### src/logic/lcd_cmd_pkg.sv
package lcd_cmd_pkg;

  // Command codes
  localparam logic [7:0] OP_SET_CURSOR = 8'h21;
  localparam logic [7:0] OP_SET_OFFSET = 8'h22;
  localparam logic [7:0] OP_SET_POINTER = 8'h24;
  localparam logic [4:0] OP_CURSOR_PATTERN_HI = 5'h14;
  localparam logic [7:0] OP_AUTO_WRITE = 8'hB0;
  localparam logic [7:0] OP_AUTO_READ = 8'hB1;
  localparam logic [7:0] OP_AUTO_RESET = 8'hB2;
  localparam logic [7:0] OP_WRITE_INC = 8'hC0;
  localparam logic [7:0] OP_READ_INC = 8'hC1;
  localparam logic [7:0] OP_WRITE_DEC = 8'hC2;
  localparam logic [7:0] OP_READ_DEC = 8'hC3;
  localparam logic [7:0] OP_WRITE_HOLD = 8'hC4;
  localparam logic [7:0] OP_READ_HOLD = 8'hC5;
  localparam logic [7:0] OP_SCREEN_PEEK = 8'hE0;
  localparam logic [7:0] OP_SCREEN_COPY = 8'hE8;
  localparam logic [3:0] OP_BIT_OP_HI = 4'hF;

  // Field positions
  localparam int BIT_SEL_POS = 0;
  localparam int BIT_SEL_W = 3;
  localparam int BIT_VALUE_POS = 3;
  localparam int STEP_DEC_POS = 1;
  localparam int STEP_HOLD_POS = 2;
  localparam int COLUMN_W = 7;
  localparam int ROW_W = 5;
  localparam int OFFSET_W = 5;
  localparam int HEIGHT_W = 4;
  localparam int GLYPH_ROW_W = 3;

  // Status bit positions
  localparam int STATUS_CMD_READY = 0;
  localparam int STATUS_DATA_READY = 1;
  localparam int STATUS_AUTO_READ_READY = 2;
  localparam int STATUS_AUTO_WRITE_READY = 3;
  localparam int STATUS_CTRL_READY = 5;
  localparam int STATUS_PEEK_COPY_ERROR = 6;

  // Reset values and step constants
  localparam logic [15:0] POINTER_RESET = 16'h0000;
  localparam logic [6:0] COLUMN_RESET = 7'h00;
  localparam logic [4:0] ROW_RESET = 5'h00;
  localparam logic [4:0] OFFSET_RESET = 5'h00;
  localparam logic [3:0] HEIGHT_RESET = 4'h8;
  localparam logic [15:0] POINTER_ONE = 16'h0001;
  localparam logic [7:0] BYTE_ONE = 8'h01;
  localparam logic [3:0] HEIGHT_ONE = 4'h1;

  typedef enum logic [1:0] {
    ST_IDLE = 2'b00,
    ST_READ = 2'b01,
    ST_BIT = 2'b10,
    ST_COPY = 2'b11
  } seq_state_t;

  typedef enum logic [1:0] {
    AUTO_OFF = 2'b00,
    AUTO_WRITE = 2'b01,
    AUTO_READ = 2'b10
  } auto_mode_t;

  typedef enum logic [1:0] {
    STEP_HOLD = 2'b00,
    STEP_INC = 2'b01,
    STEP_DEC = 2'b10
  } ptr_step_t;

endpackage

### src/logic/glyph_address_former.sv
module glyph_address_former (
  input wire logic clk_sys,
  input wire logic rst,
  input wire logic glyph_req,
  input wire logic [4:0] cg_offset,
  input wire logic [7:0] glyph_code,
  input wire logic [2:0] glyph_row,
  input wire logic cg_external_mode,
  output logic [15:0] glyph_addr,
  output logic glyph_from_ram,
  output logic glyph_valid
);

  always_ff @(posedge clk_sys) begin
    if (rst) begin
      glyph_addr <= 16'h0000;
      glyph_from_ram <= 1'b0;
      glyph_valid <= 1'b0;
    end else begin
      glyph_valid <= glyph_req;
      if (glyph_req) begin
        glyph_addr <= {cg_offset, glyph_code, glyph_row};
        glyph_from_ram <= cg_external_mode | glyph_code[7];
      end
    end
  end

endmodule

### src/logic/lcd_controller_command_decoder.sv
// What this block does
// - B0 enters auto write, B1 auto read, B2 leaves either auto mode.
// - C0 writes last operand at pointer then increments; C1 reads and increments.
// - C2 writes operand then decrements pointer; C3 reads and decrements.
// - C4 writes and C5 reads one byte, pointer left unchanged.
// - F0-F7 clear, F8-FF set the bit chosen by low three code bits.
// - Only command 21H moves the cursor: column operand first, row second.
// - Memory reads and writes never touch the cursor position.
// - Cursor column keeps low 7 bits, row keeps low 5 bits.
// - Command 22H loads offset from first operand; host sends 00H second.
// - Glyph address is offset, then character code, then row bits.
// - The three low glyph address bits pick one of eight glyph rows.
// - Internal mode: codes 00H-7FH from ROM, 80H-FFH from external RAM.
// - External mode: all 256 codes come from external RAM.
// - In auto modes readiness shows on status bits 2 and 3.
// - Status bit 6 flags a failed screen peek or screen copy.
module lcd_controller_command_decoder (
  input wire logic clk_sys,
  input wire logic rst,
  input wire logic host_wr,
  input wire logic host_rd,
  input wire logic host_cd,
  input wire logic [7:0] host_wdata,
  output logic [7:0] host_rdata,
  output logic host_rvalid,
  output logic [7:0] status_byte,
  output logic mem_req,
  output logic mem_we,
  output logic [15:0] mem_addr,
  output logic [7:0] mem_wdata,
  input wire logic [7:0] mem_rdata,
  input wire logic mem_rvalid,
  input wire logic screen_area_ok,
  input wire logic [15:0] copy_target_addr,
  output logic [15:0] memory_address_pointer,
  output logic [6:0] cursor_column,
  output logic [4:0] cursor_row,
  output logic [3:0] cursor_height,
  output logic [4:0] cg_offset,
  input wire logic cg_external_mode,
  input wire logic glyph_req,
  input wire logic [7:0] glyph_code,
  input wire logic [2:0] glyph_row,
  output logic [15:0] glyph_addr,
  output logic glyph_from_ram,
  output logic glyph_valid
);

  lcd_cmd_pkg::seq_state_t state_r;
  lcd_cmd_pkg::auto_mode_t auto_r;
  lcd_cmd_pkg::ptr_step_t step_r;
  logic [7:0] cmd_r;
  logic [7:0] op_first_r;
  logic [7:0] op_last_r;
  logic [15:0] ptr_r;
  logic error_r;

  logic idle;
  logic in_auto;
  logic cmd_take;
  logic data_take;
  logic cmd_acc;
  logic is_wr1;
  logic is_rd1;
  logic is_bit;
  logic is_peek;
  logic is_copy;
  logic peek_go;
  logic copy_go;
  logic auto_wr_data;
  logic auto_rd;
  logic [7:0] bit_mask;
  logic [7:0] bit_result;
  lcd_cmd_pkg::ptr_step_t op_step;

  function automatic lcd_cmd_pkg::ptr_step_t step_of(input logic [7:0] code);
    if (code[lcd_cmd_pkg::STEP_HOLD_POS]) begin
      step_of = lcd_cmd_pkg::STEP_HOLD;
    end else if (code[lcd_cmd_pkg::STEP_DEC_POS]) begin
      step_of = lcd_cmd_pkg::STEP_DEC;
    end else begin
      step_of = lcd_cmd_pkg::STEP_INC;
    end
  endfunction

  function automatic logic [15:0] apply_step(input logic [15:0] p, input lcd_cmd_pkg::ptr_step_t s);
    case (s)
      lcd_cmd_pkg::STEP_INC: apply_step = p + lcd_cmd_pkg::POINTER_ONE;
      lcd_cmd_pkg::STEP_DEC: apply_step = p - lcd_cmd_pkg::POINTER_ONE;
      default: apply_step = p;
    endcase
  endfunction

  // Command and data decode
  assign idle = (state_r == lcd_cmd_pkg::ST_IDLE);
  assign in_auto = (auto_r != lcd_cmd_pkg::AUTO_OFF);
  assign cmd_take = host_wr & host_cd & idle;
  assign data_take = host_wr & ~host_cd & idle;
  assign cmd_acc = cmd_take & (~in_auto | (host_wdata == lcd_cmd_pkg::OP_AUTO_RESET));
  assign is_wr1 = cmd_acc & ((host_wdata == lcd_cmd_pkg::OP_WRITE_INC) |
                  (host_wdata == lcd_cmd_pkg::OP_WRITE_DEC) |
                  (host_wdata == lcd_cmd_pkg::OP_WRITE_HOLD));
  assign is_rd1 = cmd_acc & ((host_wdata == lcd_cmd_pkg::OP_READ_INC) |
                  (host_wdata == lcd_cmd_pkg::OP_READ_DEC) |
                  (host_wdata == lcd_cmd_pkg::OP_READ_HOLD));
  assign is_bit = cmd_acc & (host_wdata[7:4] == lcd_cmd_pkg::OP_BIT_OP_HI);
  assign is_peek = cmd_acc & (host_wdata == lcd_cmd_pkg::OP_SCREEN_PEEK);
  assign is_copy = cmd_acc & (host_wdata == lcd_cmd_pkg::OP_SCREEN_COPY);
  assign peek_go = is_peek & screen_area_ok;
  assign copy_go = is_copy & screen_area_ok;
  assign auto_wr_data = data_take & (auto_r == lcd_cmd_pkg::AUTO_WRITE);
  assign auto_rd = host_rd & ~host_cd & idle & (auto_r == lcd_cmd_pkg::AUTO_READ);
  assign op_step = step_of(host_wdata);

  // Read-modify-write of the selected bit
  assign bit_mask = lcd_cmd_pkg::BYTE_ONE << cmd_r[lcd_cmd_pkg::BIT_SEL_POS +: lcd_cmd_pkg::BIT_SEL_W];
  assign bit_result = cmd_r[lcd_cmd_pkg::BIT_VALUE_POS] ? (mem_rdata | bit_mask)
                                                        : (mem_rdata & ~bit_mask);

  // Status byte
  always_comb begin
    status_byte = 8'h00;
    status_byte[lcd_cmd_pkg::STATUS_CMD_READY] = idle & ~in_auto;
    status_byte[lcd_cmd_pkg::STATUS_DATA_READY] = idle & ~in_auto;
    status_byte[lcd_cmd_pkg::STATUS_AUTO_READ_READY] = idle & (auto_r == lcd_cmd_pkg::AUTO_READ);
    status_byte[lcd_cmd_pkg::STATUS_AUTO_WRITE_READY] = idle & (auto_r == lcd_cmd_pkg::AUTO_WRITE);
    status_byte[lcd_cmd_pkg::STATUS_CTRL_READY] = idle;
    status_byte[lcd_cmd_pkg::STATUS_PEEK_COPY_ERROR] = error_r;
  end

  // Operand capture, newest two kept
  always_ff @(posedge clk_sys) begin
    if (rst) begin
      op_first_r <= 8'h00;
      op_last_r <= 8'h00;
    end else if (data_take & ~in_auto) begin
      op_first_r <= op_last_r;
      op_last_r <= host_wdata;
    end
  end

  // Auto mode
  always_ff @(posedge clk_sys) begin
    if (rst) begin
      auto_r <= lcd_cmd_pkg::AUTO_OFF;
    end else if (cmd_acc) begin
      if (host_wdata == lcd_cmd_pkg::OP_AUTO_WRITE) begin
        auto_r <= lcd_cmd_pkg::AUTO_WRITE;
      end else if (host_wdata == lcd_cmd_pkg::OP_AUTO_READ) begin
        auto_r <= lcd_cmd_pkg::AUTO_READ;
      end else if (host_wdata == lcd_cmd_pkg::OP_AUTO_RESET) begin
        auto_r <= lcd_cmd_pkg::AUTO_OFF;
      end
    end
  end

  // Sequencer
  always_ff @(posedge clk_sys) begin
    if (rst) begin
      state_r <= lcd_cmd_pkg::ST_IDLE;
    end else begin
      case (state_r)
        lcd_cmd_pkg::ST_IDLE: begin
          if (is_rd1 | auto_rd | peek_go) begin
            state_r <= lcd_cmd_pkg::ST_READ;
          end else if (is_bit) begin
            state_r <= lcd_cmd_pkg::ST_BIT;
          end else if (copy_go) begin
            state_r <= lcd_cmd_pkg::ST_COPY;
          end
        end
        lcd_cmd_pkg::ST_READ, lcd_cmd_pkg::ST_BIT, lcd_cmd_pkg::ST_COPY: begin
          if (mem_rvalid) begin
            state_r <= lcd_cmd_pkg::ST_IDLE;
          end
        end
        default: state_r <= lcd_cmd_pkg::ST_IDLE;
      endcase
    end
  end

  // Command and pending pointer step
  always_ff @(posedge clk_sys) begin
    if (rst) begin
      cmd_r <= 8'h00;
      step_r <= lcd_cmd_pkg::STEP_HOLD;
    end else if (idle & (cmd_acc | auto_rd)) begin
      cmd_r <= host_wdata;
      if (is_rd1) begin
        step_r <= op_step;
      end else if (auto_rd) begin
        step_r <= lcd_cmd_pkg::STEP_INC;
      end else begin
        step_r <= lcd_cmd_pkg::STEP_HOLD;
      end
    end
  end

  // Address pointer
  always_ff @(posedge clk_sys) begin
    if (rst) begin
      ptr_r <= lcd_cmd_pkg::POINTER_RESET;
    end else if (cmd_acc & (host_wdata == lcd_cmd_pkg::OP_SET_POINTER)) begin
      ptr_r <= {op_last_r, op_first_r};
    end else if (is_wr1) begin
      ptr_r <= apply_step(ptr_r, op_step);
    end else if (auto_wr_data) begin
      ptr_r <= ptr_r + lcd_cmd_pkg::POINTER_ONE;
    end else if ((state_r == lcd_cmd_pkg::ST_READ) & mem_rvalid) begin
      ptr_r <= apply_step(ptr_r, step_r);
    end
  end

  assign memory_address_pointer = ptr_r;

  // Display memory requests
  always_ff @(posedge clk_sys) begin
    if (rst) begin
      mem_req <= 1'b0;
      mem_we <= 1'b0;
      mem_addr <= 16'h0000;
      mem_wdata <= 8'h00;
    end else begin
      mem_req <= 1'b0;
      if (auto_wr_data) begin
        mem_req <= 1'b1;
        mem_we <= 1'b1;
        mem_addr <= ptr_r;
        mem_wdata <= host_wdata;
      end else if (is_wr1) begin
        mem_req <= 1'b1;
        mem_we <= 1'b1;
        mem_addr <= ptr_r;
        mem_wdata <= op_last_r;
      end else if (is_rd1 | auto_rd | is_bit | peek_go | copy_go) begin
        mem_req <= 1'b1;
        mem_we <= 1'b0;
        mem_addr <= ptr_r;
      end else if ((state_r == lcd_cmd_pkg::ST_BIT) & mem_rvalid) begin
        mem_req <= 1'b1;
        mem_we <= 1'b1;
        mem_addr <= ptr_r;
        mem_wdata <= bit_result;
      end else if ((state_r == lcd_cmd_pkg::ST_COPY) & mem_rvalid) begin
        mem_req <= 1'b1;
        mem_we <= 1'b1;
        mem_addr <= copy_target_addr;
        mem_wdata <= mem_rdata;
      end
    end
  end

  // Read data to host
  always_ff @(posedge clk_sys) begin
    if (rst) begin
      host_rdata <= 8'h00;
      host_rvalid <= 1'b0;
    end else begin
      host_rvalid <= (state_r == lcd_cmd_pkg::ST_READ) & mem_rvalid;
      if ((state_r == lcd_cmd_pkg::ST_READ) & mem_rvalid) begin
        host_rdata <= mem_rdata;
      end
    end
  end

  // Peek and copy error flag
  always_ff @(posedge clk_sys) begin
    if (rst) begin
      error_r <= 1'b0;
    end else if (is_peek | is_copy) begin
      error_r <= ~screen_area_ok;
    end
  end

  // Cursor position, only from the cursor command
  always_ff @(posedge clk_sys) begin
    if (rst) begin
      cursor_column <= lcd_cmd_pkg::COLUMN_RESET;
      cursor_row <= lcd_cmd_pkg::ROW_RESET;
    end else if (cmd_acc & (host_wdata == lcd_cmd_pkg::OP_SET_CURSOR)) begin
      cursor_column <= op_first_r[lcd_cmd_pkg::COLUMN_W-1:0];
      cursor_row <= op_last_r[lcd_cmd_pkg::ROW_W-1:0];
    end
  end

  // Cursor height
  always_ff @(posedge clk_sys) begin
    if (rst) begin
      cursor_height <= lcd_cmd_pkg::HEIGHT_RESET;
    end else if (cmd_acc & (host_wdata[7:3] == lcd_cmd_pkg::OP_CURSOR_PATTERN_HI)) begin
      cursor_height <= {1'b0, host_wdata[2:0]} + lcd_cmd_pkg::HEIGHT_ONE;
    end
  end

  // Glyph generator offset
  always_ff @(posedge clk_sys) begin
    if (rst) begin
      cg_offset <= lcd_cmd_pkg::OFFSET_RESET;
    end else if (cmd_acc & (host_wdata == lcd_cmd_pkg::OP_SET_OFFSET)) begin
      cg_offset <= op_first_r[lcd_cmd_pkg::OFFSET_W-1:0];
    end
  end

  glyph_address_former glyph_address_former_inst (
    .clk_sys(clk_sys),
    .rst(rst),
    .glyph_req(glyph_req),
    .cg_offset(cg_offset),
    .glyph_code(glyph_code),
    .glyph_row(glyph_row),
    .cg_external_mode(cg_external_mode),
    .glyph_addr(glyph_addr),
    .glyph_from_ram(glyph_from_ram),
    .glyph_valid(glyph_valid)
  );

endmodule

### config.mk
export PLATFORM = sky130hd
export DESIGN_NAME = lcd_controller_command_decoder
export DESIGN_NICKNAME = d
export VERILOG_FILES = /design/src/logic/lcd_cmd_pkg.sv /design/src/logic/glyph_address_former.sv /design/src/logic/lcd_controller_command_decoder.sv
export SDC_FILE = /design/constraint.sdc
export NUM_CORES = 1
export LEC_CHECK = 0
export ABC_AREA = 1
export BUFFER_PORTS_ARGS = -buffer_cell sky130_fd_sc_hd__clkbuf_2
export CAP_MARGIN = 20
export CORE_MARGIN = 5
export CORE_UTILIZATION = 28
export CTS_BUF_LIST = sky130_fd_sc_hd__clkbuf_4 sky130_fd_sc_hd__clkbuf_8
export DETAILED_ROUTE_END_ITERATION = 7
export GPL_ROUTABILITY_DRIVEN = 0
export PLACE_DENSITY_LB_ADDON = 0.05
export SLEW_MARGIN = 20
export SYNTH_ARGS = -nofsm -noshare
export SYNTH_HDL_FRONTEND = slang
export SYNTH_SLANG_ARGS = --single-unit
### constraint.sdc
create_clock -name clk_sys -period 2.39 [get_ports clk_sys]
set_input_delay 0.717 -clock clk_sys [delete_from_list [all_inputs] [get_ports clk_sys]]
set_output_delay 0.717 -clock clk_sys [all_outputs]
set_load 0.1 [all_outputs]
==> results.md, run 1 <==
- Final-layout fill cell count: 2547
- Layout cell share with drive strength beyond 1: 0.242
- Synth async-reset ratio: 0
- Outcome: completed
- Min Tclk post-route: 2.30 ns
- CP bufs+invs: 1
- Num rows: 55
- Post-CTS Resized: 0
- Layout area overhead: 29.1%
- Max layer used: met4
- Cell area after synthesis: 6380 sq um
- Metal-1 WL: 10900 um
- Rel. slew slack: 0.614
- EDFF count, synth: 0
- Via count: 6485
- Crit path max fanout: 9
- Pre-CTS setup slack: -0.142 ns
- TritonCTS clock tree: done
- Final worst-path cycle share: 0.964
- Postcts setup bufs: 0
- Pwr dens: 578 nW/um^2
- RSZ-0062 raised after global routing: no
- Worst Slack Setup Final: 0.0851 ns
- CP required: 1.67 ns
- Slew @ Worst Pin: 0.578 ns
- Hold_ws: 0.449 ns
- Netlist cell types: 38
- Leakage: 0.00399 uW
- Total CTS buffers: 17
- First-pass GRT wire length: 35500 um
- Sequential-to-total area share from yosys stat: 0.367
- Vias in the first global route: 6563
- Avg Cell Area, Syn: 6.69 sq um
- Initial Util: 0.283
- Maximum clock insertion buffer count: 2
- Critical path class: flip-flop to output pin
- Drt first pass iters: 5
- Final cell count without fillers: 1435
- Routed Antenna Nets: 0
- DR WL/cell: 15.2 um
- Synth Warn #: 0
- GR Overflow Total: 0
- Total track usage: 0.170
- Max-cap violations: 0
- Fin Clk Skew: 0.0186 ns
- Largest net degree at the start of global routing: 43
- Vias/cell: 4.52
- Hold Violations, Final: 0
- Clock sinks: 117
- Peak supply drop: 0.399 mV
- Die width: 161 um
- Die Y: 161 um
- Ys flop type: dfxtp_1
- Final HPWL DP: 16500 um
- Critical-path cell list: clkbuf_2
- Port buffer count: 147
- H-tree depth: 4
- Slowest-stage cell, CP: dfxtp_1
- Finished Core Util: 0.365
- # diodes: 0
- Commonest cells after routing, fill and taps aside: nand2_1 (202), nor2_1 (156), clkbuf_2 (140)
- Iter 0 DRT Violations: 361
- Setup crit start kind: flip-flop
- Full die area: 25900 sq um
- Clock transition at path regs: 0.10 ns
- Root Driver: clkbuf_8
- Syn Inst Count: 954
- Core Region: 22600 sq um
- CTS Hold Bufs: 0
- Met2 Routed Length: 9870 um
- Num ports: 150
- Max frequency: 434 MHz
- Placed cell count: 1403
- Initial antenna violation count: 0
- Met3 wire length: 967 um
- Final wirelength: 21800 um
- DRC viols: 0
- Final max-slew violation count: 0
- CP endpoint kind: output pin
- Register bit count reported by yosys: 117
- Delay-heaviest family, CP: flip-flops
- Nets: 1195
- Number of setup violations in the final report: 0
- Most common cell after layout, fill and taps aside: nand2_1
- Critical path data arrival time: 1.59 ns
- Crit-path max cell delay: 0.60 ns
- Hold Path Class: flip-flop to flip-flop
- Clock latency on the worst-skew pair: 0.45 ns
-- tightest hold or removal path, delay by kind of cell (launching register included) --
kind                   cells  cell delay, ns
AO/OA/AOI/OAI              1            0.05
buffers and inverters      1            0.05
flip-flops                 1            0.31
-- layout make-up --
class,count,area [sq um],share of cell area
Tap cell,285,357,0.0433
Multi-Input combinational cell,682,3380,0.410
Sequential cell,117,2340,0.284
Clock inverter,15,209,0.0254
Clock buffer,17,234,0.0284
Timing Repair Buffer,211,1310,0.159
Inverter,108,407,0.0493
-- report_power, final --
part / switching [uW] / internal [uW] / leakage (uW) / total [uW]
Combinational: 450 / 155 / 0.00282 / 605
Clock: 1020 / 1090 / 0.000223 / 2110
Sequential: 43.3 / 2000 / 0.000951 / 2050
-- path summary, 6_finish.rpt --
| kind | start | to | slack [ns] | depth (start not counted) |
|---|---|---|---|---|
| setup reg to reg | memory_address_pointer[3] | memory_address_pointer[15] | 0.44 | 12 |
| hold / removal | op_first_r[7] | op_first_r[7] | 0.45 | 2 |
| hold reg to reg | op_first_r[7] | op_first_r[7] | 0.45 | 2 |
| setup / recovery | memory_address_pointer[10] | memory_address_pointer[10] | 0.09 | 1 |
-- flip-flops by register name (all words and copies together), names as in the netlist --
name                                      cells
cg_offset                                     5
op_first_r                                    8
mem_req                                       1
mem_addr                                     16
glyph_address_former_inst.glyph_from_ram      1
glyph_address_former_inst.glyph_valid         1
cursor_column                                 7
cursor_height                                 4
state_r                                       2
op_last_r                                     8
auto_r                                        2
cmd_r                                         4
mem_wdata                                     8
memory_address_pointer                       16
host_rvalid                                   1
step_r                                        2
glyph_address_former_inst.glyph_addr         16
mem_we                                        1
error_r                                       1
host_rdata                                    8
cursor_row                                    5
-- per-stage QoR --
stage          power [uW]  instance area [sq um]  TNS (ns)
6_report             4760                   8240         0
3_5_place_dp         2700                   7800     -2.68
4_1_cts              4850                   8240         0
5_1_grt              4990                   8240         0
2_1_floorplan        2500                   6400     -7.07
3_3_place_gp         2710                   7800     -3.65
-- metal layers --
metal / up-vias / global-route usage
met2: 138 / 0.277
met1: 2908 / 0.231
met3: 12 / 0.0406
li1: 3427 / -
met4: 0 / 0.0376
met5: - / 0
-- Yosys cell counts, types with 2 or more instances --
cell type	instances	area, sq um
clkbuf_1	27	101
clkinv_1	3	11.3
nand2_2	5	31.3
nand3b_1	19	143
xor2_1	21	184
buf_4	11	82.6
xnor2_1	3	26.3
nand4_1	3	18.8
dfxtp_1	117	2340
nor4_1	2	12.5
nand3_1	58	290
nor3_1	7	35.0
buf_6	6	67.6
inv_1	97	364
o211ai_1	16	120
nor3_2	2	20.0
ha_1	6	75.1
nor2_4	5	56.3
inv_2	7	26.3
buf_2	4	20.0
o22ai_1	2	12.5
a211oi_1	12	90.1
nand2_1	202	758
nor2_1	157	589
a21oi_1	64	320
nand2_4	5	56.3
o21ai_0	82	410
-- logic make-up (layout without fill, tap and decap cells) --
family	Yosys count	count (layout)	share of synthesized area
compound gates	179	179	0.154
flops	117	117	0.367
buf+inv	156	351	0.106
xor+xnor	24	24	0.0329
fa+ha+maj	6	6	0.0118
simple gates	471	471	0.327
other cells	1	2	0.000587
Power figures use the tool's default switching activity.
==> inputs of run 2 (changes only) <==
--- a/config.mk
+++ b/config.mk
@@ -5,7 +5,6 @@
 export SDC_FILE = /design/constraint.sdc
 export NUM_CORES = 1
 export LEC_CHECK = 0
-export ABC_AREA = 1
 export BUFFER_PORTS_ARGS = -buffer_cell sky130_fd_sc_hd__clkbuf_2
 export CAP_MARGIN = 20
 export CORE_MARGIN = 5
==> results.md, run 2 <==
- Outcome: completed (unchanged)
- Max-cap violations: 0 (unchanged)
- Cell area after synthesis: 5730 sq um (was 6380 sq um)
- Met2 usage in global routing: 0.287 (was 0.277)
- Rel. slew slack: 0.594 (was 0.614)
- H-tree depth: 4 (unchanged)
- Slowest-stage cell, CP: or4_4 (was dfxtp_1)
- Placement Cell Area: 7430 sq um (was 7800 sq um)
- Final max-slew violation count: 0 (unchanged)
- Fin Clk Skew: 0.0119 ns (was 0.0186 ns)
- Hold Violations, Final: 0 (unchanged)
- Most common cell after layout, fill and taps aside: clkbuf_2 (was nand2_1)
- RSZ-0062 raised after global routing: yes (was no)
- Root Driver: clkbuf_8 (unchanged)
- Clock transition at path regs: 0.07 ns (was 0.10 ns)
- Netlist cell types: 63 (was 38)
- Met3 Track Usage GR: 0.0413 (was 0.0406)
- Clock sinks: 117 (unchanged)
- Clock latency on the worst-skew pair: 0.45 ns (about the same)
- Gr busiest metal: met2 (unchanged)
- Port buffer count: 147 (unchanged)
- Critical-path cell list: clkbuf_2 > inv_1 > ha_2 > nor2_2 > or4_4 > buf_4 > nand2_2 > mux2i_2 > xor2_1 > o22ai_1 (was clkbuf_2)
- Most common cell in the netlist: dfxtp_1 (was nand2_1)
- Ys flop type: dfxtp_1 (unchanged)
- Layout area overhead: 38.7% (was 29.1%)
- GR Overflow Total: 0 (unchanged)
- Vias/cell: 4.93 (was 4.52)
- Via count: 5798 (was 6485)
- Iter 0 DRT Violations: 243 (was 361)
- Commonest cells after routing, fill and taps aside: clkbuf_2 (142), dfxtp_1 (114), nor2_1 (104) (was nand2_1 (202), nor2_1 (156), clkbuf_2 (140))
- Crit path max fanout: 6 (was 9)
- Critical path data arrival time: 2.64 ns (was 1.59 ns)
- Maximum clock insertion buffer count: 2 (unchanged)
- Ranking of synthesized cells by area: dfxtp_1 (41%), mux2i_1 (11%), nor2_1 (6.9%) (was dfxtp_1 (37%), nand2_1 (12%), nor2_1 (9.2%))
- Full die area: 23400 sq um (was 25900 sq um)
- Finished Core Util: 0.394 (was 0.365)
- Total track usage: 0.171 (was 0.170)
- CP endpoint kind: flip-flop (was output pin)
- Post-synth top area cell: dfxtp_1 (unchanged)
- Die width: 153 um (was 161 um)
- Pwr dens: 546 nW/um^2 (was 578 nW/um^2)
- Drt first pass iters: 5 (unchanged)
- Largest net degree at the start of global routing: 116 (was 43)
- Critical path class: input port to flip-flop (was flip-flop to output pin)
- Slew @ Worst Pin: 0.609 ns (was 0.578 ns)
- Met1 Usage GRT: 0.219 (was 0.231)
- Synth async-reset ratio: 0 (unchanged)
- Synth top area share: 0.409 (was 0.367)
- Initial antenna violation count: 0 (unchanged)
- Vias in the first global route: 5856 (was 6563)
- DR WL/cell: 17.2 um (was 15.2 um)
- Num ports: 150 (unchanged)
- Nets: 951 (was 1195)
- Synth Warn #: 0 (unchanged)
- Number of setup violations in the final report: 0 (unchanged)
- Avg Cell Area, Syn: 8.32 sq um (was 6.69 sq um)
- CTS Hold Bufs: 0 (unchanged)
- Initial Util: 0.284 (was 0.283)
- DRC viols: 0 (unchanged)
- Finished Cell Area: 7940 sq um (was 8240 sq um)
- Min Tclk post-route: 2.32 ns (was 2.30 ns)
- Die Y: 153 um (was 161 um)
- Routed Antenna Nets: 0 (unchanged)
- Hold Path Class: flip-flop to flip-flop (unchanged)
- First-pass GRT wire length: 32000 um (was 35500 um)
- Final worst-path cycle share: 0.973 (was 0.964)
- Max frequency: 430 MHz (was 434 MHz)
- Setup crit start kind: input port (was flip-flop)
- TritonCTS clock tree: done (unchanged)
- Total CTS buffers: 17 (unchanged)
- Layout cell share with drive strength beyond 1: 0.353 (was 0.242)
- Leakage: 0.00346 uW (was 0.00399 uW)
- Syn Inst Count: 688 (was 954)
- EDFF count, synth: 0 (unchanged)
- CP required: 2.70 ns (was 1.67 ns)
- Final HPWL DP: 15200 um (was 16500 um)
- # diodes: 0 (unchanged)
- Peak supply drop: 0.315 mV (was 0.399 mV)
- Tot Pwr: 4330 uW (was 4760 uW)
- Sequential-to-total area share from yosys stat: 0.409 (was 0.367)
- Core Region: 20200 sq um (was 22600 sq um)
- Num rows: 52 (was 55)
- Register bit count reported by yosys: 117 (unchanged)
- Post-synth top cells: dfxtp_1 (117), nor2_1 (105), nand2_1 (89), mux2i_1 (61), clkbuf_1 (40) (was nand2_1 (202), nor2_1 (157), dfxtp_1 (117), inv_1 (97), o21ai_0 (82))
- Crit-path max cell delay: 0.55 ns (was 0.60 ns)
- Setup TNS: 0 ns (unchanged)
- Final wirelength: 20300 um (was 21800 um)
[run 2: cell types whose count changed in the layout (fill, tap and decap cells not counted), moves of 30 or more]
| cell | before | now |
|---|---|---|
| inv_1 | 97 | 9 |
| nand2_1 | 202 | 85 |
| a21oi_1 | 64 | 33 |
| nor2_1 | 156 | 104 |
| o21ai_0 | 82 | 5 |
| nand3_1 | 58 | 18 |
| buf_4 | 60 | 90 |
| mux2i_1 | 0 | 59 |
[run 2: cell families after synthesis]
logic type               Yosys count  share of synthesized area
XOR/XNOR                           9                     0.0138
AO/OA/AOI/OAI                    116                      0.143
multiplexers                      61                      0.107
flip-flops                       117                      0.409
other                              1                   0.000655
AND/OR/NAND/NOR                  311                      0.262
buffers and inverters             67                     0.0518
adder cells (fa/ha/maj)            6                     0.0131
[run 2: final cells by class]
type	count	area, sq um
inverter	10	37.5
tap	270	338
fill	2117	12200
sequential	117	2350
clock inverter	15	146
clock buffer	17	234
multi-input combinational	506	3300
timing repair buffer	241	1540
[run 2: power by group]
group | total, uW | switching [uW] | leakage, uW | internal [uW]
Clock | 1780 | 934 | 0.000188 | 848
Sequential | 2020 | 37.3 | 0.000949 | 1980
Combinational | 533 | 371 | 0.00232 | 162
[run 2: path summary, 6_finish.rpt]
check,start,end,slack (ns),depth (start not counted)
worst max-delay path,host_wdata[1],memory_address_pointer[2],0.07,10
worst min-delay path,op_first_r[7],op_first_r[7],0.47,2
worst max register to register,state_r[1],memory_address_pointer[10],0.11,7
worst min register to register,op_first_r[7],op_first_r[7],0.47,2
[run 2: repair_timing]
item / CTS / global route
pin swaps: 2 / 4
setup endpoints to repair: 8 / 53
gates cloned: 0 / 1
buffers inserted: 1 / 1
gates resized for setup: 6 / 19
[run 2: critical path: cells and delay by family]
family	cells	cell delay (ns)
AOI/OAI and AO/OA	1	0.09
adders and majority gates	1	0.24
muxes	1	0.26
xor gates and xnor gates	1	0.18
buffers and inverters	3	0.40
and+or+nand+nor	3	0.73
[run 2: stage by stage]
| step | setup WS [ns] | std cells | hold WS [ns] |
|---|---|---|---|
| finish | 0.0656 | 1176 | 0.469 |
| global route | -0.0191 | 1176 | 0.493 |
| CTS | 0.00138 | 1174 | 0.467 |
| detailed placement | -0.505 | 1141 | 0.455 |
| global placement | -0.464 | 1141 | 0.448 |
| floorplan | -0.674 | 689 | 0.437 |
[run 2: routing by layer]
layer / vias up / wire length (um)
li1: 2859 / -
met1: 2758 / 9160
met2: 155 / 9930
met3: 26 / 871
met4: 0 / 305
met5: - / 0
